<file path="src/hw/spdc_pkg.sv">
// Purpose: shared constants and types for the simd prefix decode and checks block
// Assumes: byte-serial instruction stream, one byte per cycle
// Notes: opcode values below are this block's own instruction classes
package spdc_pkg;
    localparam logic [7:0] PFX_LOCK = 8'hf0;
    localparam logic [7:0] PFX_REPNE = 8'hf2;
    localparam logic [7:0] PFX_REP = 8'hf3;
    localparam logic [7:0] PFX_OPSZ = 8'h66;
    localparam logic [7:0] PFX_ADSZ = 8'h67;
    localparam logic [7:0] PFX_SEG_CS = 8'h2e;
    localparam logic [7:0] PFX_SEG_SS = 8'h36;
    localparam logic [7:0] PFX_SEG_DS = 8'h3e;
    localparam logic [7:0] PFX_SEG_ES = 8'h26;
    localparam logic [7:0] PFX_SEG_FS = 8'h64;
    localparam logic [7:0] PFX_SEG_GS = 8'h65;
    localparam logic [7:0] ESC_BYTE = 8'h0f;
    localparam logic [3:0] ALIGN_MASK = 4'hf;
    localparam logic [31:0] SP_STEP = 32'h0000_0010;
    localparam logic [31:0] CSR_RESET = 32'h0000_1f80;
    localparam logic [2:0] SEG_NONE = 3'h7;
    localparam logic [31:0] RESET_VAL = 32'h0000_0000;

    typedef enum logic [3:0] {
        SPDC_OP_OTHER, SPDC_OP_INT_MEM, SPDC_OP_FENCE_S, SPDC_OP_FENCE_F,
        SPDC_OP_SCMP_O, SPDC_OP_SCMP_U, SPDC_OP_PCMP, SPDC_OP_MSK,
        SPDC_OP_PREF, SPDC_OP_NTST, SPDC_OP_SAVE, SPDC_OP_RSTR,
        SPDC_OP_CSR_LD, SPDC_OP_CSR_ST, SPDC_OP_VMOV
    } spdc_op_t;

    typedef enum logic [1:0] {SPDC_SEL_NONE, SPDC_SEL_F3, SPDC_SEL_F2, SPDC_SEL_66} spdc_sel_t;
endpackage : spdc_pkg

</file>
<file path="src/hw/spdc_dec_if.sv">
// Purpose: carries decoded instruction facts between prefix scanner and checker
// Assumes: single clock
// Notes: valid is a one-cycle pulse
`timescale 1ns/1ns
`default_nettype none
interface spdc_dec_if;
    logic valid;
    logic lock_seen;
    logic addr32;
    logic [2:0] seg;
    spdc_pkg::spdc_sel_t sel;
    logic reserved_combo;
    logic [7:0] opcode;
    modport scan (output valid, lock_seen, addr32, seg, sel, reserved_combo, opcode);
    modport use_ (input valid, lock_seen, addr32, seg, sel, reserved_combo, opcode);
endinterface : spdc_dec_if
`default_nettype wire

</file>
<file path="src/hw/spdc_top.sv">
// Purpose: simd prefix decode, fault checks, fence ordering, compare flags and state save
// Assumes: the execution class of each instruction is present in the cycle after its last byte, with the record pulse
// Notes: memory side modelled as a store port with a visibility acknowledge
`timescale 1ns/1ns
`default_nettype none
module spdc_top (
    input wire logic CLK_IN,
    input wire logic NRST_IN,
    input wire logic BYTE_VALID_IN,
    input wire logic [7:0] BYTE_IN,
    input wire spdc_pkg::spdc_op_t OP_CLASS_IN,
    input wire logic [31:0] ADDR_IN,
    input wire logic [31:0] SP_IN,
    input wire logic [63:0] SRC_A_IN,
    input wire logic [63:0] SRC_B_IN,
    input wire logic [31:0] MEM_DATA_IN,
    input wire logic STORE_REQ_IN,
    input wire logic STORE_ACK_IN,
    output logic INVALID_OPCODE_FAULT_OUT,
    output logic GENERAL_PROTECTION_FAULT_OUT,
    output logic RESERVED_COMBO_OUT,
    output logic [2:0] SEG_OUT,
    output logic ADDR32_OUT,
    output logic [1:0] OPCODE_SET_OUT,
    output logic STORE_ISSUE_OUT,
    output logic STORE_STALL_OUT,
    output logic NO_ALLOC_OUT,
    output logic [2:0] INTEGER_FLAGS_OUT,
    output logic [63:0] MASK_OUT,
    output logic [1:0] MASK_BITS_OUT,
    output logic [31:0] SIMD_CONTROL_STATUS_OUT,
    output logic [31:0] SP_OUT,
    output logic SAVE_ALL_OUT,
    output logic RESTORE_ALL_OUT
);
    logic rs1_reg, rst_n;
    always_ff @(posedge CLK_IN or negedge NRST_IN) begin
        if (!NRST_IN) begin
            rs1_reg <= 1'b0;
            rst_n <= 1'b0;
        end else begin
            rs1_reg <= 1'b1;
            rst_n <= rs1_reg;
        end
    end

    spdc_dec_if dec ();
    spdc_prefix_scan u_scan (
        .clk_in(CLK_IN),
        .rst_n_in(rst_n),
        .byte_valid_in(BYTE_VALID_IN),
        .byte_in(BYTE_IN),
        .dec(dec.scan)
    );

    function automatic logic dbl_lt(input logic [63:0] a, input logic [63:0] b);
        // sign-magnitude order of doubles; nan not split out here
        if (a[63] != b[63]) dbl_lt = a[63] && ((a[62:0] | b[62:0]) != 63'h0);
        else if (a[63]) dbl_lt = a[62:0] > b[62:0];
        else dbl_lt = a[62:0] < b[62:0];
    endfunction : dbl_lt

    function automatic logic is_nan(input logic [63:0] a);
        is_nan = (a[62:52] == 11'h7ff) && (a[51:0] != 52'h0);
    endfunction : is_nan

    logic ud_reg, ud_next, gp_reg, gp_next, resv_reg, resv_next, a32_reg, a32_next;
    logic [2:0] seg_reg, seg_next;
    logic [1:0] set_reg, set_next;
    logic [2:0] flags_reg, flags_next;
    logic [63:0] mask_reg, mask_next;
    logic [1:0] mbits_reg, mbits_next;
    logic [31:0] csr_reg, csr_next;
    logic [31:0] sp_reg, sp_next;
    logic save_reg, save_next, rstr_reg, rstr_next, nt_reg, nt_next;
    logic [7:0] pend_reg, pend_next;
    logic fence_reg, fence_next;
    logic issue;

    // a fence blocks later stores while any earlier store still awaits visibility
    assign STORE_STALL_OUT = fence_reg && (pend_reg != 8'h00);
    assign issue = STORE_REQ_IN && !STORE_STALL_OUT && (pend_reg != 8'hff);

    always_comb begin
        ud_next = 1'b0;
        gp_next = 1'b0;
        save_next = 1'b0;
        rstr_next = 1'b0;
        resv_next = resv_reg;
        a32_next = a32_reg;
        seg_next = seg_reg;
        set_next = set_reg;
        flags_next = flags_reg;
        mask_next = mask_reg;
        mbits_next = mbits_reg;
        csr_next = csr_reg;
        sp_next = sp_reg;
        nt_next = nt_reg;
        fence_next = fence_reg && (pend_reg != 8'h00);
        pend_next = 8'(pend_reg + 8'(issue) - 8'(STORE_ACK_IN && pend_reg != 8'h00));
        if (dec.valid) begin
            resv_next = dec.reserved_combo;
            a32_next = dec.addr32;
            seg_next = dec.seg;
            set_next = 2'(dec.sel);
            if (dec.lock_seen) begin
                ud_next = 1'b1;
            end else begin
                unique case (OP_CLASS_IN)
                    spdc_pkg::SPDC_OP_INT_MEM: gp_next = (ADDR_IN[3:0] & spdc_pkg::ALIGN_MASK) != 4'h0;
                    spdc_pkg::SPDC_OP_FENCE_S, spdc_pkg::SPDC_OP_FENCE_F: fence_next = 1'b1;
                    spdc_pkg::SPDC_OP_SCMP_O, spdc_pkg::SPDC_OP_SCMP_U: begin
                        // zf, pf, cf; unordered gives all ones
                        // plus and minus zero compare equal
                        if (is_nan(SRC_A_IN) || is_nan(SRC_B_IN)) flags_next = 3'h7;
                        else flags_next = {(SRC_A_IN == SRC_B_IN) || ((SRC_A_IN[62:0] | SRC_B_IN[62:0]) == 63'h0),
                                           1'b0, dbl_lt(SRC_A_IN, SRC_B_IN)};
                    end
                    spdc_pkg::SPDC_OP_PCMP: mask_next = (SRC_A_IN == SRC_B_IN) ? 64'hffff_ffff_ffff_ffff
                                                                               : 64'h0;
                    spdc_pkg::SPDC_OP_MSK: mbits_next = {mask_reg[63], mask_reg[31]};
                    spdc_pkg::SPDC_OP_PREF: nt_next = nt_reg;
                    spdc_pkg::SPDC_OP_NTST: nt_next = 1'b1;
                    spdc_pkg::SPDC_OP_SAVE: save_next = 1'b1;
                    spdc_pkg::SPDC_OP_RSTR: begin
                        rstr_next = 1'b1;
                        csr_next = MEM_DATA_IN;
                    end
                    spdc_pkg::SPDC_OP_CSR_LD: csr_next = MEM_DATA_IN;
                    spdc_pkg::SPDC_OP_CSR_ST: csr_next = csr_reg;
                    spdc_pkg::SPDC_OP_VMOV: sp_next = SP_IN;
                    default: nt_next = 1'b0;
                endcase
            end
        end
    end

    always_ff @(posedge CLK_IN or negedge rst_n) begin
        if (!rst_n) begin
            ud_reg <= 1'b0;
            gp_reg <= 1'b0;
            resv_reg <= 1'b0;
            a32_reg <= 1'b0;
            seg_reg <= spdc_pkg::SEG_NONE;
            set_reg <= 2'h0;
            flags_reg <= 3'h0;
            mask_reg <= 64'h0;
            mbits_reg <= 2'h0;
            csr_reg <= spdc_pkg::CSR_RESET;
            sp_reg <= spdc_pkg::RESET_VAL;
            save_reg <= 1'b0;
            rstr_reg <= 1'b0;
            nt_reg <= 1'b0;
            pend_reg <= 8'h00;
            fence_reg <= 1'b0;
        end else begin
            ud_reg <= ud_next;
            gp_reg <= gp_next;
            resv_reg <= resv_next;
            a32_reg <= a32_next;
            seg_reg <= seg_next;
            set_reg <= set_next;
            flags_reg <= flags_next;
            mask_reg <= mask_next;
            mbits_reg <= mbits_next;
            csr_reg <= csr_next;
            sp_reg <= sp_next;
            save_reg <= save_next;
            rstr_reg <= rstr_next;
            nt_reg <= nt_next;
            pend_reg <= pend_next;
            fence_reg <= fence_next;
        end
    end

    assign INVALID_OPCODE_FAULT_OUT = ud_reg;
    assign GENERAL_PROTECTION_FAULT_OUT = gp_reg;
    assign RESERVED_COMBO_OUT = resv_reg;
    assign SEG_OUT = seg_reg;
    assign ADDR32_OUT = a32_reg;
    assign OPCODE_SET_OUT = set_reg;
    assign STORE_ISSUE_OUT = issue;
    assign NO_ALLOC_OUT = nt_reg;
    assign INTEGER_FLAGS_OUT = flags_reg;
    assign MASK_OUT = mask_reg;
    assign MASK_BITS_OUT = mbits_reg;
    assign SIMD_CONTROL_STATUS_OUT = csr_reg;
    assign SP_OUT = sp_reg;
    assign SAVE_ALL_OUT = save_reg;
    assign RESTORE_ALL_OUT = rstr_reg;

    lock_fault_a: assert property (@(posedge CLK_IN) disable iff (!rst_n)
        dec.valid && dec.lock_seen |=> INVALID_OPCODE_FAULT_OUT && !GENERAL_PROTECTION_FAULT_OUT)
        else $error("lock prefix did not fault");
    align_fault_a: assert property (@(posedge CLK_IN) disable iff (!rst_n)
        dec.valid && !dec.lock_seen && OP_CLASS_IN == spdc_pkg::SPDC_OP_INT_MEM && ADDR_IN[3:0] != 4'h0
        |=> GENERAL_PROTECTION_FAULT_OUT) else $error("misaligned operand missed");
    fence_order_a: assert property (@(posedge CLK_IN) disable iff (!rst_n)
        fence_reg && pend_reg != 8'h00 |-> !STORE_ISSUE_OUT) else $error("store passed fence");
    fence_stall_a: assert property (@(posedge CLK_IN) disable iff (!rst_n)
        dec.valid && !dec.lock_seen && pend_reg != 8'h00 && !STORE_ACK_IN
        && (OP_CLASS_IN == spdc_pkg::SPDC_OP_FENCE_S || OP_CLASS_IN == spdc_pkg::SPDC_OP_FENCE_F)
        |=> STORE_STALL_OUT) else $error("fence did not stall");
    seg_pass_a: assert property (@(posedge CLK_IN) disable iff (!rst_n)
        dec.valid |=> SEG_OUT == $past(dec.seg)) else $error("segment not passed");
    cmp_flags_a: assert property (@(posedge CLK_IN) disable iff (!rst_n)
        dec.valid && !dec.lock_seen && OP_CLASS_IN == spdc_pkg::SPDC_OP_SCMP_O && SRC_A_IN == SRC_B_IN
        && !is_nan(SRC_A_IN) |=> INTEGER_FLAGS_OUT[2]) else $error("equal compare flag");
    csr_load_a: assert property (@(posedge CLK_IN) disable iff (!rst_n)
        dec.valid && !dec.lock_seen && OP_CLASS_IN == spdc_pkg::SPDC_OP_CSR_LD
        |=> SIMD_CONTROL_STATUS_OUT == $past(MEM_DATA_IN)) else $error("csr load lost");
    sp_keep_a: assert property (@(posedge CLK_IN) disable iff (!rst_n)
        dec.valid && !dec.lock_seen && OP_CLASS_IN == spdc_pkg::SPDC_OP_VMOV |=> SP_OUT == $past(SP_IN))
        else $error("stack pointer changed");
    save_pulse_a: assert property (@(posedge CLK_IN) disable iff (!rst_n)
        dec.valid && !dec.lock_seen && OP_CLASS_IN == spdc_pkg::SPDC_OP_SAVE |=> SAVE_ALL_OUT ##1 !SAVE_ALL_OUT)
        else $error("save pulse wrong");
    cover_lock_c: cover property (@(posedge CLK_IN) disable iff (!rst_n) INVALID_OPCODE_FAULT_OUT);
    cover_fence_c: cover property (@(posedge CLK_IN) disable iff (!rst_n) STORE_STALL_OUT);
    cover_gp_c: cover property (@(posedge CLK_IN) disable iff (!rst_n) GENERAL_PROTECTION_FAULT_OUT);
endmodule : spdc_top
`default_nettype wire

</file>
<file path="src/hw/spdc_prefix_scan.sv">
// Purpose: collects prefix bytes, escape and opcode byte into one decoded record
// Assumes: bytes arrive one per cycle while byte_valid is high
// Notes: any byte after the escape, prefix or not, ends the instruction
`timescale 1ns/1ns
`default_nettype none
module spdc_prefix_scan (
    input wire logic clk_in,
    input wire logic rst_n_in,
    input wire logic byte_valid_in,
    input wire logic [7:0] byte_in,
    spdc_dec_if.scan dec
);
    logic lock_reg, lock_next, adsz_reg, adsz_next, esc_reg, esc_next;
    logic f2_reg, f2_next, f3_reg, f3_next, o66_reg, o66_next;
    logic [2:0] seg_reg, seg_next;
    logic valid_reg, valid_next;
    logic [7:0] op_reg, op_next;
    spdc_pkg::spdc_sel_t sel_reg, sel_next;
    logic resv_reg, resv_next;

    function automatic logic [2:0] seg_code(input logic [7:0] b);
        unique case (b)
            spdc_pkg::PFX_SEG_ES: seg_code = 3'h0;
            spdc_pkg::PFX_SEG_CS: seg_code = 3'h1;
            spdc_pkg::PFX_SEG_SS: seg_code = 3'h2;
            spdc_pkg::PFX_SEG_DS: seg_code = 3'h3;
            spdc_pkg::PFX_SEG_FS: seg_code = 3'h4;
            spdc_pkg::PFX_SEG_GS: seg_code = 3'h5;
            default: seg_code = spdc_pkg::SEG_NONE;
        endcase
    endfunction : seg_code

    always_comb begin
        lock_next = lock_reg;
        adsz_next = adsz_reg;
        esc_next = esc_reg;
        f2_next = f2_reg;
        f3_next = f3_reg;
        o66_next = o66_reg;
        seg_next = seg_reg;
        valid_next = 1'b0;
        op_next = op_reg;
        sel_next = sel_reg;
        resv_next = resv_reg;
        if (byte_valid_in) begin
            if (esc_reg) begin
                valid_next = 1'b1;
                op_next = byte_in;
                // fixed priority picks the selector; a second one present is reserved
                if (o66_reg) sel_next = spdc_pkg::SPDC_SEL_66;
                else if (f2_reg) sel_next = spdc_pkg::SPDC_SEL_F2;
                else if (f3_reg) sel_next = spdc_pkg::SPDC_SEL_F3;
                else sel_next = spdc_pkg::SPDC_SEL_NONE;
                resv_next = (32'(f2_reg) + 32'(f3_reg) + 32'(o66_reg)) > 32'd1;
                lock_next = 1'b0;
                adsz_next = 1'b0;
                esc_next = 1'b0;
                f2_next = 1'b0;
                f3_next = 1'b0;
                o66_next = 1'b0;
                seg_next = spdc_pkg::SEG_NONE;
            end else if (byte_in == spdc_pkg::PFX_LOCK) lock_next = 1'b1;
            else if (byte_in == spdc_pkg::PFX_ADSZ) adsz_next = 1'b1;
            else if (seg_code(byte_in) != spdc_pkg::SEG_NONE) seg_next = seg_code(byte_in);
            else if (byte_in == spdc_pkg::PFX_REPNE) f2_next = 1'b1;
            else if (byte_in == spdc_pkg::PFX_REP) f3_next = 1'b1;
            else if (byte_in == spdc_pkg::PFX_OPSZ) o66_next = 1'b1;
            else if (byte_in == spdc_pkg::ESC_BYTE) esc_next = 1'b1;
        end
    end

    always_ff @(posedge clk_in or negedge rst_n_in) begin
        if (!rst_n_in) begin
            lock_reg <= 1'b0;
            adsz_reg <= 1'b0;
            esc_reg <= 1'b0;
            f2_reg <= 1'b0;
            f3_reg <= 1'b0;
            o66_reg <= 1'b0;
            seg_reg <= spdc_pkg::SEG_NONE;
            valid_reg <= 1'b0;
            op_reg <= 8'h00;
            sel_reg <= spdc_pkg::SPDC_SEL_NONE;
            resv_reg <= 1'b0;
        end else begin
            lock_reg <= lock_next;
            adsz_reg <= adsz_next;
            esc_reg <= esc_next;
            f2_reg <= f2_next;
            f3_reg <= f3_next;
            o66_reg <= o66_next;
            seg_reg <= seg_next;
            valid_reg <= valid_next;
            op_reg <= op_next;
            sel_reg <= sel_next;
            resv_reg <= resv_next;
        end
    end

    // lock and segment facts must be captured with the opcode, so keep copies
    logic lock_out_reg, adsz_out_reg;
    logic [2:0] seg_out_reg;
    always_ff @(posedge clk_in or negedge rst_n_in) begin
        if (!rst_n_in) begin
            lock_out_reg <= 1'b0;
            adsz_out_reg <= 1'b0;
            seg_out_reg <= spdc_pkg::SEG_NONE;
        end else if (byte_valid_in && esc_reg) begin
            lock_out_reg <= lock_reg;
            adsz_out_reg <= adsz_reg;
            seg_out_reg <= seg_reg;
        end
    end

    assign dec.valid = valid_reg;
    assign dec.lock_seen = lock_out_reg;
    assign dec.addr32 = adsz_out_reg;
    assign dec.seg = seg_out_reg;
    assign dec.sel = sel_reg;
    assign dec.reserved_combo = resv_reg;
    assign dec.opcode = op_reg;
endmodule : spdc_prefix_scan
`default_nettype wire

</file>
<file path="config.mk">
export PLATFORM = sky130hd
export DESIGN_NAME = spdc_top
export DESIGN_NICKNAME = d
export VERILOG_FILES = /design/src/hw/spdc_pkg.sv /design/src/hw/spdc_dec_if.sv /design/src/hw/spdc_top.sv /design/src/hw/spdc_prefix_scan.sv
export SDC_FILE = /design/constraint.sdc
export NUM_CORES = 1
export LEC_CHECK = 0
export BUFFER_PORTS_ARGS = -buffer_cell sky130_fd_sc_hd__buf_2
export CAP_MARGIN = 15
export CORE_AREA = 2 2 150 152
export CTS_CLUSTER_DIAMETER = 50
export DETAILED_ROUTE_END_ITERATION = 10
export DIE_AREA = 0 0 152 154
export PLACE_DENSITY = 0.73
export SYNTH_ARGS = -nofsm -noshare
export SYNTH_HDL_FRONTEND = slang
export SYNTH_SLANG_ARGS = --single-unit
</file>
<file path="constraint.sdc">
create_clock -name CLK_IN -period 6.05 [get_ports CLK_IN]
set_input_delay 0.9075 -clock CLK_IN [delete_from_list [all_inputs] [get_ports CLK_IN]]
set_output_delay 0.9075 -clock CLK_IN [all_outputs]
set_load 0.02 [all_outputs]
</file>
* Word level (Yosys, flattened, before mapping)
Cells that the tools add are included.
** Operators by class
- $add $sub $neg :: 4
- Order comparisons :: 3
- Eq/ne operators :: 37
- Multiplexer cells :: 64
- Bitwise logic cells :: 3
- Reductions and logical operators :: 40
** Operators with widths (count)
- $reduce_bool A52 Y1 :: 2
- $eq A64 B64 Y1 :: 1
- $mux W64 :: 1
- $gt A63 B63 Y1 :: 1
- $logic_not A63 Y1 :: 1
- $lt A63 B63 Y1 :: 1
- $or A63 B63 Y63 :: 1
- $reduce_bool A63 Y1 :: 1
- $mux W1 :: 50
- $add A32 B1 Y32 :: 1
- $eq A8 B6 Y1 const B :: 4
- $eq A8 B7 Y1 const B :: 4
- $gt A32 B1 Y1 const B :: 1
- $eq A4 B4 Y1 const B :: 7
- $mux W3 :: 9
- $eq A8 B8 Y1 const B :: 3
- $eq A11 B11 Y1 const B :: 2
- $reduce_and A3 Y1 :: 7
- $pmux W3 S6 :: 1
- $eq A4 B3 Y1 const B :: 4
- $reduce_or A13 Y1 :: 1
- $reduce_bool A2 Y1 :: 6
- $ne A2 B1 Y1 const B :: 5
- $add A8 B1 Y8 :: 1
- 22 further kinds :: 36
** Word-level totals
- Bits in registers :: 174
- Bits of input ports :: 241
- Logic and storage cells :: 182

* Logic depth before layout (Yosys ltp)
Gate-level depths: netlist of the first run.
- Depth after elaboration :: 11
- Mapped depth :: 14
- Depth with buffers taken out :: 14

* By module
From an unflattened synthesis of the first run, not the netlist that was laid out.
** Second synthesis, totals
- Cells, all modules :: 872
- Area, all modules :: 8615.8 um^2
** By module, submodules not included
- spdc_top :: instances 1, cells each 775, area an instance 7454.6 um^2
- spdc_prefix_scan :: instances 1, cells each 97, area an instance 1161.1 um^2

* Least setup slack after synthesis of the first run
OpenSTA, ideal clock, no wires.
- Kind :: input to register
- Start :: input port SRC_A_IN[54]
- End :: register flags_reg[2], in the netlist INTEGER_FLAGS_OUT[2]
- Arrival :: 3101 ps
- Required time :: 5985 ps
- Path slack :: 2884 ps
- Cell stages on the path :: 9
- Path through :: inv_1 > ha_1 > or4_4 > nor4_4 > nand4_2 > or4_4 > nor2_2 > nand3b_1 > o21a_1
** On the way
- Longest elaborated chain between the ends :: 4
** RTL lines
- start, declared :: RTL line spdc_top.sv:14 : input wire logic [63:0] SRC_A_IN,
- $or A63 B63 Y63 or $eq A11 B11 Y1 (tied branches) :: RTL line spdc_top.sv:116, spdc_top.sv:64
- $logic_not A63 Y1 or $logic_and A1 B1 Y1 (tied branches) :: RTL line spdc_top.sv:116, spdc_top.sv:64
- $logic_or A1 B1 Y1 (on tied branches) :: RTL line spdc_top.sv:116, spdc_top.sv:115
- $mux W3 (*) :: RTL line spdc_top.sv:115 : if (is_nan(SRC_A_IN) || is_nan(SRC_B_IN)) flags_next = 3'h7;
- end signal, assigned :: RTL line spdc_top.sv:163 : flags_reg <= flags_next;
- end, declared :: RTL line spdc_top.sv:70 : logic [2:0] flags_reg, flags_next;
Mark *: on every way between the ends. The rest lies on a longest branch, timed or not.
A chain may end at the register's enable or synchronous reset.

* Worst setup path in the final report of the first run
- Start :: input port SRC_A_IN[26]
- End :: register flags_reg[2], in the netlist INTEGER_FLAGS_OUT[2]
** On the way
- Longest elaborated chain between the ends :: 4
** RTL lines (RTL line)
- $or A63 B63 Y63 or $reduce_bool A52 Y1 (tied branches) :: spdc_top.sv:116, spdc_top.sv:64
- $logic_not A63 Y1 or $logic_and A1 B1 Y1 (tied branches) :: spdc_top.sv:116, spdc_top.sv:64
- $logic_or A1 B1 Y1 (on tied branches) :: spdc_top.sv:116, spdc_top.sv:115
- $mux W3 (*) :: spdc_top.sv:115
Marked as above.

==> Implementation_results.wiki, run 1 <==
{| class="wikitable"
! Metric !! Value
|-
| Post-cts gate resize count || 0
|-
| Measured slew at the worst slew-check pin || between 0.7 and 0.8 ns
|-
| Arrival @ worst endpoint || roughly 3.5 ns
|-
| RD Place Congestion || roughly 0.89
|-
| Antenna violations before repair || 1
|-
| Area share of the leading cell type in the synthesized netlist || 0.2865
|-
| I/O pin cnt || between 300 and 400
|-
| Run status || complete, no violations
|-
| Synthesized area divided by synthesized cell count || about 9.5 sq um
|-
| Post-CTS repair timing setup buffer count || 0
|-
| Max-slew headroom || 0.4874
|-
| Synthesis-to-layout area growth || 23.47%
|-
| Count of input and output buffers || about 360
|-
| Flip-flop and latch count after synthesis || between 100 and 150
|-
| Number of warnings issued by yosys || 0
|-
| First drt pass iteration count || 6
|-
| Leading cell types in the layout, fill and taps excluded || buf_2 (359), inv_1 (167), ha_1 (142)
|-
| Count of vias placed by the detailed router || 7,094
|-
| Final slew viol count || 0
|-
| Min-delay worst type || primary input to asynchronous set/reset pin
|-
| Antenna Violating Nets Remaining || 0
|-
| Detail-routed via count per cell || just under 5
|-
| Initial core utilization || 0.3825
|-
| Crit path time final || approximately 3.2 ns
|-
| DR WL/cell || about 15 um
|-
| Prevailing post-synth register cell || dfrtp_1
|-
| Top cell type by total area after synthesis || dfrtp_1
|-
| Worst setup skew after layout || slightly above 0.009 ns
|-
| Pwr Total || about 2.0 mW
|-
| H-Tree Depth || 3
|-
| Die outline width || between 150 and 200 um
|-
| Remaining design rule violation count || 0
|-
| Number of rows in the core area || between 50 and 60
|-
| Distinct cells, synth || a little over 50
|-
| Most common cell after layout, fill and taps aside || buf_2
|-
| CTS Root Buffer Type || clkbuf_16
|-
| Leakage power || a little over 6 nW
|-
| Clock Path Buffers || 2
|-
| Cell count after synthesis || ~870
|-
| GRT Util Overall || 0.1883
|-
| Iteration-0 DRC Markers || 369
|-
| Clock transition at path regs || approximately 0.07 ns
|-
| Setup repair after global routing missed its margin || no
|-
| Vertical die dimension || about 150 um
|-
| Largest cells by area after synthesis || dfrtp_1 (29%), ha_1 (21%), mux2_2 (9.9%)
|-
| Final global-route overflow total || 0
|-
| Core footprint || 21,690 sq um
|-
| Post-synthesis cell area || 8297 sq um
|-
| Number of sinks on the clock net || 110
|-
| Peak clock frequency supported by timing || 312.4 MHz
|-
| Wire length of the first global-routing pass || 35,620 um
|-
| Net Count, Synth || around 1,300
|-
| Die ar. || 23,410 sq um
|-
| Max-cap violations || 0
|-
| Post-detail-place hpwl || 19,190 um
|-
| CP Launch Type || primary input
|-
| Maximum number of pins on one net before global-route repair || 66
|-
| Sequential share of the synthesized area || 0.3340
|-
| Nets || around 1,600
|-
| Clock tree from TritonCTS || yes
|-
| Vias in the first global route || roughly 7,000
|-
| Sort of element at the end of the critical path || flip-flop
|-
| Final worst path period share || 0.5291
|-
| Hold-fix buffer count after cts || 0
|-
| Final design utilization || 0.4723
|-
| Overall routed net length || 22,420 um
|-
| Layout cell share with drive strength beyond 1 || 0.4041
|-
| Number of setup violations in the final report || 0
|-
| Required arrival time at the worst endpoint || between 6 and 7 ns
|-
| Maximum fanout count along the critical path || 3
|-
| Worst slack on hold paths || ~0.34 ns
|-
| Source-to-sink clock delay at the later pin of the worst-skew pair || between 0.3 and 0.4 ns
|-
| Final TNS setup || 0 ns
|-
| Areal power density over the cells || 195.1 nW/um^2
|-
| Synth async-reset ratio || 1.000
|-
| Max rail drop VDD || roughly 0.17 mV
|-
| Number of buffers added by the clock tree synthesis step || 9
|-
| Final number of hold-violating endpoints || 0
|-
| CP Class || primary input to flip-flop
|-
| Number of flops mapped to enable cells by yosys || 0
|}
through the flow:
step	instance area (sq um)	std cells	worst slack, ns
detailed placement	9951	1437	2.463
floorplan	8297	871	2.785
finish	10240	1454	2.849
CTS	10240	1453	2.834
global route	10240	1454	2.741
global placement	9951	1437	2.483
area by class of cell:
class	count	area (sq um)
sequential	110	2775
inverter	167	626.9
antenna	1	2.502
clock inverter	5	57.56
clock buffer	11	232.7
timing repair buffer	363	1827
tap	280	350.3
multi-input combinational	517	4372
fill	2041	11440
cell usage after synthesis, types with 3 or more instances:
master,instances
o31ai_1,8
or4_1,7
mux2_2,73
o21bai_1,7
buf_4,64
nand4_1,30
nor4_1,42
buf_1,3
nand3b_1,5
nand2b_1,6
nor2_1,36
inv_1,167
nand2_1,38
o21ai_0,17
a21oi_1,35
dfrtp_1,95
nor3_1,12
a31oi_1,3
dfstp_2,15
or4_4,3
nand3_1,7
ha_1,142
clkbuf_1,8
xor2_1,5
nor2b_1,9
routing by layer:
| metal | vias to the layer above | global-route usage | part of all wire |
|---|---|---|---|
| li1 | 3467 | - | - |
| met1 | 3309 | 0.2229 | 0.40 |
| met2 | 280 | 0.3464 | 0.52 |
| met3 | 38 | 0.03326 | 0.057 |
| met4 | 0 | 0.05830 | 0.023 |
| met5 | - | 0 | 0 |
worst paths after layout:
path,to,slack (ns),cells after the start,startpoint
min,rs1_reg$_DFF_PN0_,0.34,1,NRST_IN
min in group CLK_IN,rst_n$_DFF_PN0_,0.35,0,rs1_reg$_DFF_PN0_
max reg2reg,pend_reg[7]$_DFF_PN0_,3.34,14,pend_reg[2]$_DFF_PN0_
max,INTEGER_FLAGS_OUT[2]$_DFFE_PN0P_,2.85,10,SRC_A_IN[26]
min reg2reg,rst_n$_DFF_PN0_,0.35,0,rs1_reg$_DFF_PN0_
max in group asynchronous,SP_OUT[10]$_DFFE_PN0P_,4.54,1,rst_n$_DFF_PN0_
power by group:
| group | switching (mW) | total, mW | leakage [nW] | internal, mW |
|---|---|---|---|---|
| Sequential | 0.0396 | 0.836 | 1.44 | 0.796 |
| Clock | 0.262 | 0.585 | 0.144 | 0.323 |
| Combinational | 0.328 | 0.578 | 4.51 | 0.251 |
cells by family after synthesis:
kind of cell             share of synthesized area
other                                    0.0004520
AO/OA/AOI/OAI                              0.06455
flip-flops                                  0.3340
XOR/XNOR                                  0.007390
buffers and inverters                       0.1396
multiplexers                               0.09908
AND/OR/NAND/NOR                             0.1383
adder cells (fa/ha/maj)                     0.2166
critical path: stages:
cell and delay (ns):
buf_2 0.10, inv_1 0.04, ha_1 0.31, nor4_1 0.42, nand4_1 0.21, or4b_1 0.56
or4_4 0.56, nor2_2 0.15, nand3b_1 0.12, o21a_1 0.12
(Power assumes the default switching activity.)
==> inputs of run 2 (changes only) <==
- CORE_AREA: 2 2 150 152 -> 2 2 151 153
- DIE_AREA: 0 0 152 154 -> 0 0 153 155
- PLACE_DENSITY: 0.73 -> 0.72
- clock period: 6.05 -> 3.2 ns (I/O delays scaled with it)
==> run 2 against run 1 <==
  * Combinational power rose by 87%
  * Non-clock buffer count grew 4
  * Via count down 0.24%
  * First-iteration DRC count is 10% lower
  * Power up 92%
  * Design area increased by 0.76%
  * Critical path type unchanged
==> Implementation_results.wiki, run 2 (synthesis gave the netlist of run 1 again) <==
{| class="wikitable"
! Metric !! Value
|-
| Nets || 1,556 (+0.26%)
|-
| Number of rows in the core area || 55 (+1.9%)
|-
| Final worst path period share || 0.8654
|-
| Core footprint || 22,230 sq um (+2.5%)
|-
| Clock transition at path regs || 0.07 ns (about the same)
|-
| Worst path max stage delay || 0.56 ns (about the same)
|-
| Worst setup skew after layout || 0.007084 ns (-0.001968 ns)
|-
| Highest-delay cell along the critical path || or4b_1
|-
| CP Class || primary input to flip-flop
|-
| GRT Util Overall || 0.1773 (-0.01101)
|-
| Routed metal-1 wirelength || 8752 um (-2.7%)
|-
| Antenna Violating Nets Remaining || 0 (unchanged)
|-
| Synthesis-to-layout area growth || 24.40%
|-
| Min-delay worst type || primary input to flip-flop
|-
| Maximum fanout count along the critical path || 3 (unchanged)
|-
| Clock Path Buffers || 2 (unchanged)
|-
| Max rail drop VDD || 0.3476 mV (+100%)
|-
| Measured slew at the worst slew-check pin || 0.8520 ns (+0.08896 ns)
|-
| Internal Pwr Total || 2.623 mW (+92%)
|-
| First drt pass iteration count || 5 (-1)
|-
| Source-to-sink clock delay at the later pin of the worst-skew pair || 0.35 ns (about the same)
|-
| CTS Root Buffer Type || clkbuf_16
|-
| Vertical die dimension || 155 um (+0.65%)
|-
| Clock tree from TritonCTS || yes
|-
| Wire length of the first global-routing pass || 34,210 um (-4.0%)
|-
| Maximum number of pins on one net before global-route repair || 68 (+3.0%)
|-
| H-Tree Depth || 3 (unchanged)
|-
| Remaining design rule violation count || 0 (unchanged)
|-
| Pwr Total || 3.835 mW (+92%)
|-
| Clock share of power || 0.305 (+0.013)
|-
| Peak clock frequency supported by timing || ~360 MHz
|-
| Sort of element at the end of the critical path || flip-flop
|-
| Final-layout fill cell count || 2,100 (+2.9%)
|-
| Cell family contributing the most delay on the critical path || simple AND/OR/NAND/NOR gates
|-
| Areal power density over the cells || 371.6 nW/um^2 (+90%)
|-
| Uppermost layer routed || met4
|-
| Required arrival time at the worst endpoint || 3.49 ns (-2.85 ns)
|-
| I/O pin cnt || 388 (unchanged)
|-
| Count of vias placed by the detailed router || 7,077 (-0.24%)
|-
| Storage element area || 2775 sq um (unchanged)
|-
| Max-slew headroom || 0.4320 (-0.05539)
|-
| Final number of hold-violating endpoints || 0 (unchanged)
|-
| Post-CTS repair timing setup buffer count || 0 (unchanged)
|-
| Power dissipated by switching net loads || 1.212 mW (+93%)
|-
| Die outline width || 153 um (+0.66%)
|-
| Met3 layer wire length in the routed design || 1321 um (+3.7%)
|-
| Run status || complete, no violations
|-
| Diodes inserted || 0 (-1)
|-
| RD Place Congestion || 0.9278 (+4.6%)
|-
| Post-route setup slack || 0.4308 ns (-2.418 ns)
|-
| Buf/Inv on CP || 2 (unchanged)
|-
| Iteration-0 DRC Markers || 331 (-10%)
|-
| Arrival @ worst endpoint || 3.06 ns (-0.43 ns)
|-
| Post-detail-place hpwl || 18,600 um (-3.1%)
|-
| Initial core utilization || 0.3733 (-0.009281)
|-
| Share of total power in combinational logic || 0.282 (-0.007)
|-
| Most common cell after layout, fill and taps aside || buf_2
|-
| Leading cell types in the layout, fill and taps excluded || buf_2 (359), inv_1 (167), ha_1 (142)
|-
| Final TNS setup || 0 ns (unchanged)
|-
| Final design utilization || 0.4643 (-0.007969)
|-
| Die ar. || 23,720 sq um (+1.3%)
|-
| Critical-path cell list || buf_2, inv_1, ha_1, nor4_1, nand4_1, or4b_1, or4_4, nor2_2, nand3b_1, o21a_1
|-
| Worst setup timing slack at the placement stage || 0.08199 ns (-2.381 ns)
|-
| Switch share || 0.3160 (+0.001048)
|-
| Max-cap violations || 0 (unchanged)
|-
| Layout cell share with drive strength beyond 1 || 0.4070 (+0.002875)
|-
| Met2 wire length || 11,020 um (-5.3%)
|-
| Number of buffers added by the clock tree synthesis step || 9 (unchanged)
|-
| Number of setup violations in the final report || 0 (unchanged)
|-
| Area of the multi-input gates || 4372 sq um (unchanged)
|-
| Crit path time final || between 2 and 3 ns
|-
| DR WL/cell || 14.89 um (-3.5%)
|-
| Count of input and output buffers || 359 (unchanged)
|-
| Antenna violations before repair || 0 (-1)
|-
| Number of sinks on the clock net || 110 (unchanged)
|-
| Overall routed net length || 21,760 um (-3.0%)
|-
| CP Launch Type || primary input
|-
| Setup repair after global routing missed its margin || no
|-
| Final slew viol count || 0 (unchanged)
|-
| Leakage power || 6.122 nW (+0.53%)
|-
| Vias in the first global route || 7,043 (+0.63%)
|-
| Final global-route overflow total || 0 (unchanged)
|-
| Detail-routed via count per cell || 4.841 (-0.79%)
|-
| Share of total power in sequential cells || 0.413 (-0.005)
|}
## run 2: cell type report
type,count,share of cell area
Multi-Input combinational cell,517,0.4236
Tap cell,285,0.03455
Sequential cell,110,0.2689
Inverter,167,0.06073
Clock buffer,10,0.02315
Clock inverter,6,0.007759
Timing Repair Buffer,367,0.1814
## run 2: worst paths after layout
kind / from / to / slack (ns) / cells after the start
max: SRC_A_IN[26] / INTEGER_FLAGS_OUT[2]$_DFFE_PN0P_ / 0.43 / 10
min: SP_IN[16] / SP_OUT[16]$_DFFE_PN0P_ / 0.36 / 2
max reg2reg: pend_reg[2]$_DFF_PN0_ / pend_reg[6]$_DFF_PN0_ / 0.52 / 14
min reg2reg: rs1_reg$_DFF_PN0_ / rst_n$_DFF_PN0_ / 0.36 / 0
max in group asynchronous: rst_n$_DFF_PN0_ / SIMD_CONTROL_STATUS_OUT[12]$_DFFE_PN1P_ / 1.98 / 1
min in group asynchronous: rst_n$_DFF_PN0_ / SIMD_CONTROL_STATUS_OUT[1]$_DFFE_PN0P_ / 0.46 / 0
## run 2: worst register-to-register path, cell delays in order (launching register included)
cell     delay [ns]
dfrtp_1        0.41
inv_1          0.09
ha_1           0.15
nand4_1        0.12
and2_1         0.18
ha_1           0.26
inv_1          0.04
ha_1           0.20
fa_1           0.42
a21oi_1        0.17
nor2_1         0.07
o21ai_0        0.15
a21oi_1        0.09
nor2_1         0.12
xnor2_1        0.14
## run 2: power groups by stage
stage | logic [mW] | registers, mW | clock network, mW
2_1_floorplan | 0.655 | 1.62 | 0
3_3_place_gp | 1.03 | 1.61 | 0
3_5_place_dp | 1.08 | 1.61 | 0
4_1_cts | 1.09 | 1.58 | 1.20
5_1_grt | 1.23 | 1.60 | 1.25
6_report | 1.08 | 1.58 | 1.17
## run 2: through the flow
step | cells | hold WS, ns | instance area (sq um)
final | 1462 | 0.3573 | 10320
after global routing | 1462 | 0.3534 | 10320
after CTS | 1462 | 0.3493 | 10320
after detailed placement | 1445 | 0.2669 | 9992
after global placement | 1445 | 0.2663 | 9992
after floorplan | 871 | 0.1844 | 8298
## run 2: what timing repair did
action,in CTS,in global routing
endpoints found under the hold margin,2,0
resized for setup,0,0
hold buffers,1,0
## run 2: layer usage
| layer | up-vias | GRT usage |
|---|---|---|
| li1 | 3479 | - |
| met1 | 3265 | 0.2015 |
| met2 | 282 | 0.3297 |
| met3 | 51 | 0.03426 |
| met4 | 0 | 0.06570 |
| met5 | - | 0 |
==> inputs of run 3 (changes only) <==
- PLACE_DENSITY: 0.72 -> 0.67
- SLEW_MARGIN: default -> 10
==> run 3 against run 2 <==
  * Sequential share of layout area barely moved
  * Utilization shrank 0.067 points
  * Critical path depth unchanged
  * Power down 0.93%
  * Clock power hardly changed
  * Register-to-register slack about the same
==> Implementation_results.wiki, run 3 (synthesis gave the netlist of run 1 again) <==
{| class="wikitable"
! Metric !! Value
|-
| Run status || complete, no violations
|-
| Final TNS setup || 0 ns (unchanged)
|-
| Vias in the first global route || 6,919 (-1.8%)
|-
| Storage element area || 2775 sq um (unchanged)
|-
| Number of placed instances with taps included || 1,445 (unchanged)
|-
| Uppermost layer routed || met4
|-
| Die ar. || 23,720 sq um (unchanged)
|-
| Max-slew headroom || 0.5807 (+0.1487)
|-
| Clock Path Buffers || 2 (unchanged)
|-
| Layout cell share with drive strength beyond 1 || 0.4070 (unchanged)
|-
| Number of sinks on the clock net || 110 (unchanged)
|-
| I/O pin cnt || 388 (unchanged)
|-
| Required arrival time at the worst endpoint || 3.49 ns (about the same)
|-
| Routed metal-1 wirelength || 8931 um (+2.0%)
|-
| Iteration-0 DRC Markers || 308 (-6.9%)
|-
| Reg-to-reg critical path startpoint || pend_reg[2]$_DFF_PN0_
|-
| Wire length of the first global-routing pass || 34,830 um (+1.8%)
|-
| Final-layout fill cell count || 2,138 (+1.8%)
|-
| Setup repair after global routing missed its margin || no
|-
| Number of setup violations in the final report || 0 (unchanged)
|-
| Remaining design rule violation count || 0 (unchanged)
|-
| FF-to-FF setup slack || 0.51 ns (about the same)
|-
| Worst hold path startpoint || SP_IN[8]
|-
| Clock transition at path regs || 0.09 ns (+0.02 ns)
|-
| Max rail drop VDD || 0.3913 mV (+13%)
|-
| Nets || 1,556 (unchanged)
|-
| Areal power density over the cells || 368.7 nW/um^2 (-0.79%)
|-
| Hold Crit Depth || 2 (unchanged)
|-
| Cell family contributing the most delay on the critical path || simple AND/OR/NAND/NOR gates
|-
| Maximum fanout count along the critical path || 3 (unchanged)
|-
| Source-to-sink clock delay at the later pin of the worst-skew pair || 0.36 ns (about the same)
|-
| DR WL/cell || 15.06 um (+1.2%)
|-
| Overall routed net length || 22,020 um (+1.2%)
|-
| Measured slew at the worst slew-check pin || 0.6290 ns (-0.2230 ns)
|-
| Count of input and output buffers || 359 (unchanged)
|-
| CP Launch Type || primary input
|-
| First drt pass iteration count || 4 (-1)
|-
| H-Tree Depth || 3 (unchanged)
|-
| Diodes inserted || 0 (unchanged)
|-
| Highest-delay cell along the critical path || or4_1
|-
| GRT Util Overall || 0.1838 (+0.006583)
|-
| Leading cell types in the layout, fill and taps excluded || buf_2 (359), inv_1 (167), ha_1 (142)
|-
| Buf/Inv on CP || 2 (unchanged)
|-
| Worst path max stage delay || 0.63 ns (+0.07 ns)
|-
| Pwr Total || 3.799 mW (-0.93%)
|-
| Worst setup timing slack at the placement stage || 0.07520 ns (-0.006790 ns)
|-
| Peak clock frequency supported by timing || 356.7 MHz (-1.2%)
|-
| Met2 wire length || 11,170 um (+1.4%)
|-
| Final number of hold-violating endpoints || 0 (unchanged)
|-
| Synthesis-to-layout area growth || 24.22%
|-
| Antenna Violating Nets Remaining || 0 (unchanged)
|-
| Final design utilization || 0.4637 (-0.0006750)
|-
| Area of the multi-input gates || 4372 sq um (unchanged)
|-
| Core footprint || 22,230 sq um (unchanged)
|-
| Met3 layer wire length in the routed design || 1359 um (+2.9%)
|-
| Final global-route overflow total || 0 (unchanged)
|-
| CTS Root Buffer Type || clkbuf_16
|-
| Post-detail-place hpwl || 18,980 um (+2.0%)
|-
| Post-route non-filler standard cell count || 1,462 (unchanged)
|-
| Antenna violations before repair || 1 (+1)
|-
| Number of rows in the core area || 55 (unchanged)
|-
| Final worst path period share || 0.8761 (+0.01071)
|-
| Leakage power || 6.117 nW (about the same)
|-
| Hold worst-path end || SP_OUT[8]$_DFFE_PN0P_
|-
| Number of cell instances on the worst register-to-register path || 14 (unchanged)
|-
| Min-delay worst type || primary input to flip-flop
|-
| CP Class || primary input to flip-flop
|-
| Most common cell after layout, fill and taps aside || buf_2
|-
| Vertical die dimension || 155 um (unchanged)
|-
| Die outline width || 153 um (unchanged)
|-
| RD Place Congestion || 0.9007 (-2.9%)
|-
| Sort of element at the end of the critical path || flip-flop
|-
| Max-cap violations || 0 (unchanged)
|-
| Worst setup skew after layout || 0.01862 ns (+0.01154 ns)
|-
| Post-route setup slack || 0.3965 ns (-0.03427 ns)
|-
| Crit path time final || 2.803 ns (+0.03427 ns)
|-
| Maximum number of pins on one net before global-route repair || 66 (-2.9%)
|-
| Detail-routed via count per cell || 4.811 (-0.62%)
|-
| Number of buffers added by the clock tree synthesis step || 9 (unchanged)
|-
| Clock tree from TritonCTS || yes
|-
| Critical-path cell list || buf_2, inv_1, ha_1, or4_1, nor4_4, nand4_2, or4_4, nor2_2, nand3b_1, o21a_1
|-
| Final slew viol count || 0 (unchanged)
|-
| Capture point of the worst reg-to-reg path || pend_reg[7]$_DFF_PN0_
|-
| Arrival @ worst endpoint || 3.10 ns (+0.04 ns)
|-
| Initial core utilization || 0.3733 (unchanged)
|-
| Count of vias placed by the detailed router || 7,033 (-0.62%)
|}
run 3: area by class of cell:
cell class / instances / share of cell area
flip-flops and latches: 110 / 0.2693
repair buffers: 367 / 0.1804
well taps: 285 / 0.03460
clock buffers: 9 / 0.02185
inverters: 167 / 0.06082
clock inverters: 7 / 0.008862
multi-input cells: 517 / 0.4242
run 3: layer usage:
layer  vias to the layer above  track usage
met1                      3263       0.2136
met5                         -            0
li1                       3478            -
met2                       254       0.3389
met3                        38      0.03788
met4                         0      0.05908
run 3: report_power, final:
group / switching (mW) / internal [mW]
sequential: 0.0726 / 1.50
clock: 0.583 / 0.565
combinational: 0.601 / 0.473
total: 1.26 / 2.54
run 3: through the flow:
step | instance area (sq um) | hold slack, ns
2_1_floorplan | 8298 | 0.1844
3_3_place_gp | 9980 | 0.2655
3_5_place_dp | 9980 | 0.2695
4_1_cts | 10310 | 0.3278
5_1_grt | 10310 | 0.3249
6_report | 10310 | 0.3437
run 3: repair_timing:
| action | 4_1_cts | 5_1_grt |
|---|---|---|
| hold buffers | 1 | 0 |
| setup buffers | 0 | 0 |
| gates resized for setup | 0 | 0 |
| endpoints found under the hold margin | 2 | 0 |
run 3: worst max path at each step:
stage | slack (ns) | cells after the start | startpoint | to
6_report | 0.40 | 10 | SRC_A_IN[46] | INTEGER_FLAGS_OUT[2]$_DFFE_PN0P_
5_1_grt | 0.24 | 14 | pend_reg[2]$_DFF_PN0_ | pend_reg[6]$_DFF_PN0_
4_1_cts | 0.45 | 10 | SRC_A_IN[46] | INTEGER_FLAGS_OUT[2]$_DFFE_PN0P_
3_5_place_dp | 0.08 | 10 | SRC_A_IN[46] | INTEGER_FLAGS_OUT[2]$_DFFE_PN0P_
3_3_place_gp | 0.13 | 10 | SRC_A_IN[26] | INTEGER_FLAGS_OUT[2]$_DFFE_PN0P_
2_1_floorplan | 0.46 | 9 | SRC_A_IN[54] | INTEGER_FLAGS_OUT[2]$_DFFE_PN0P_
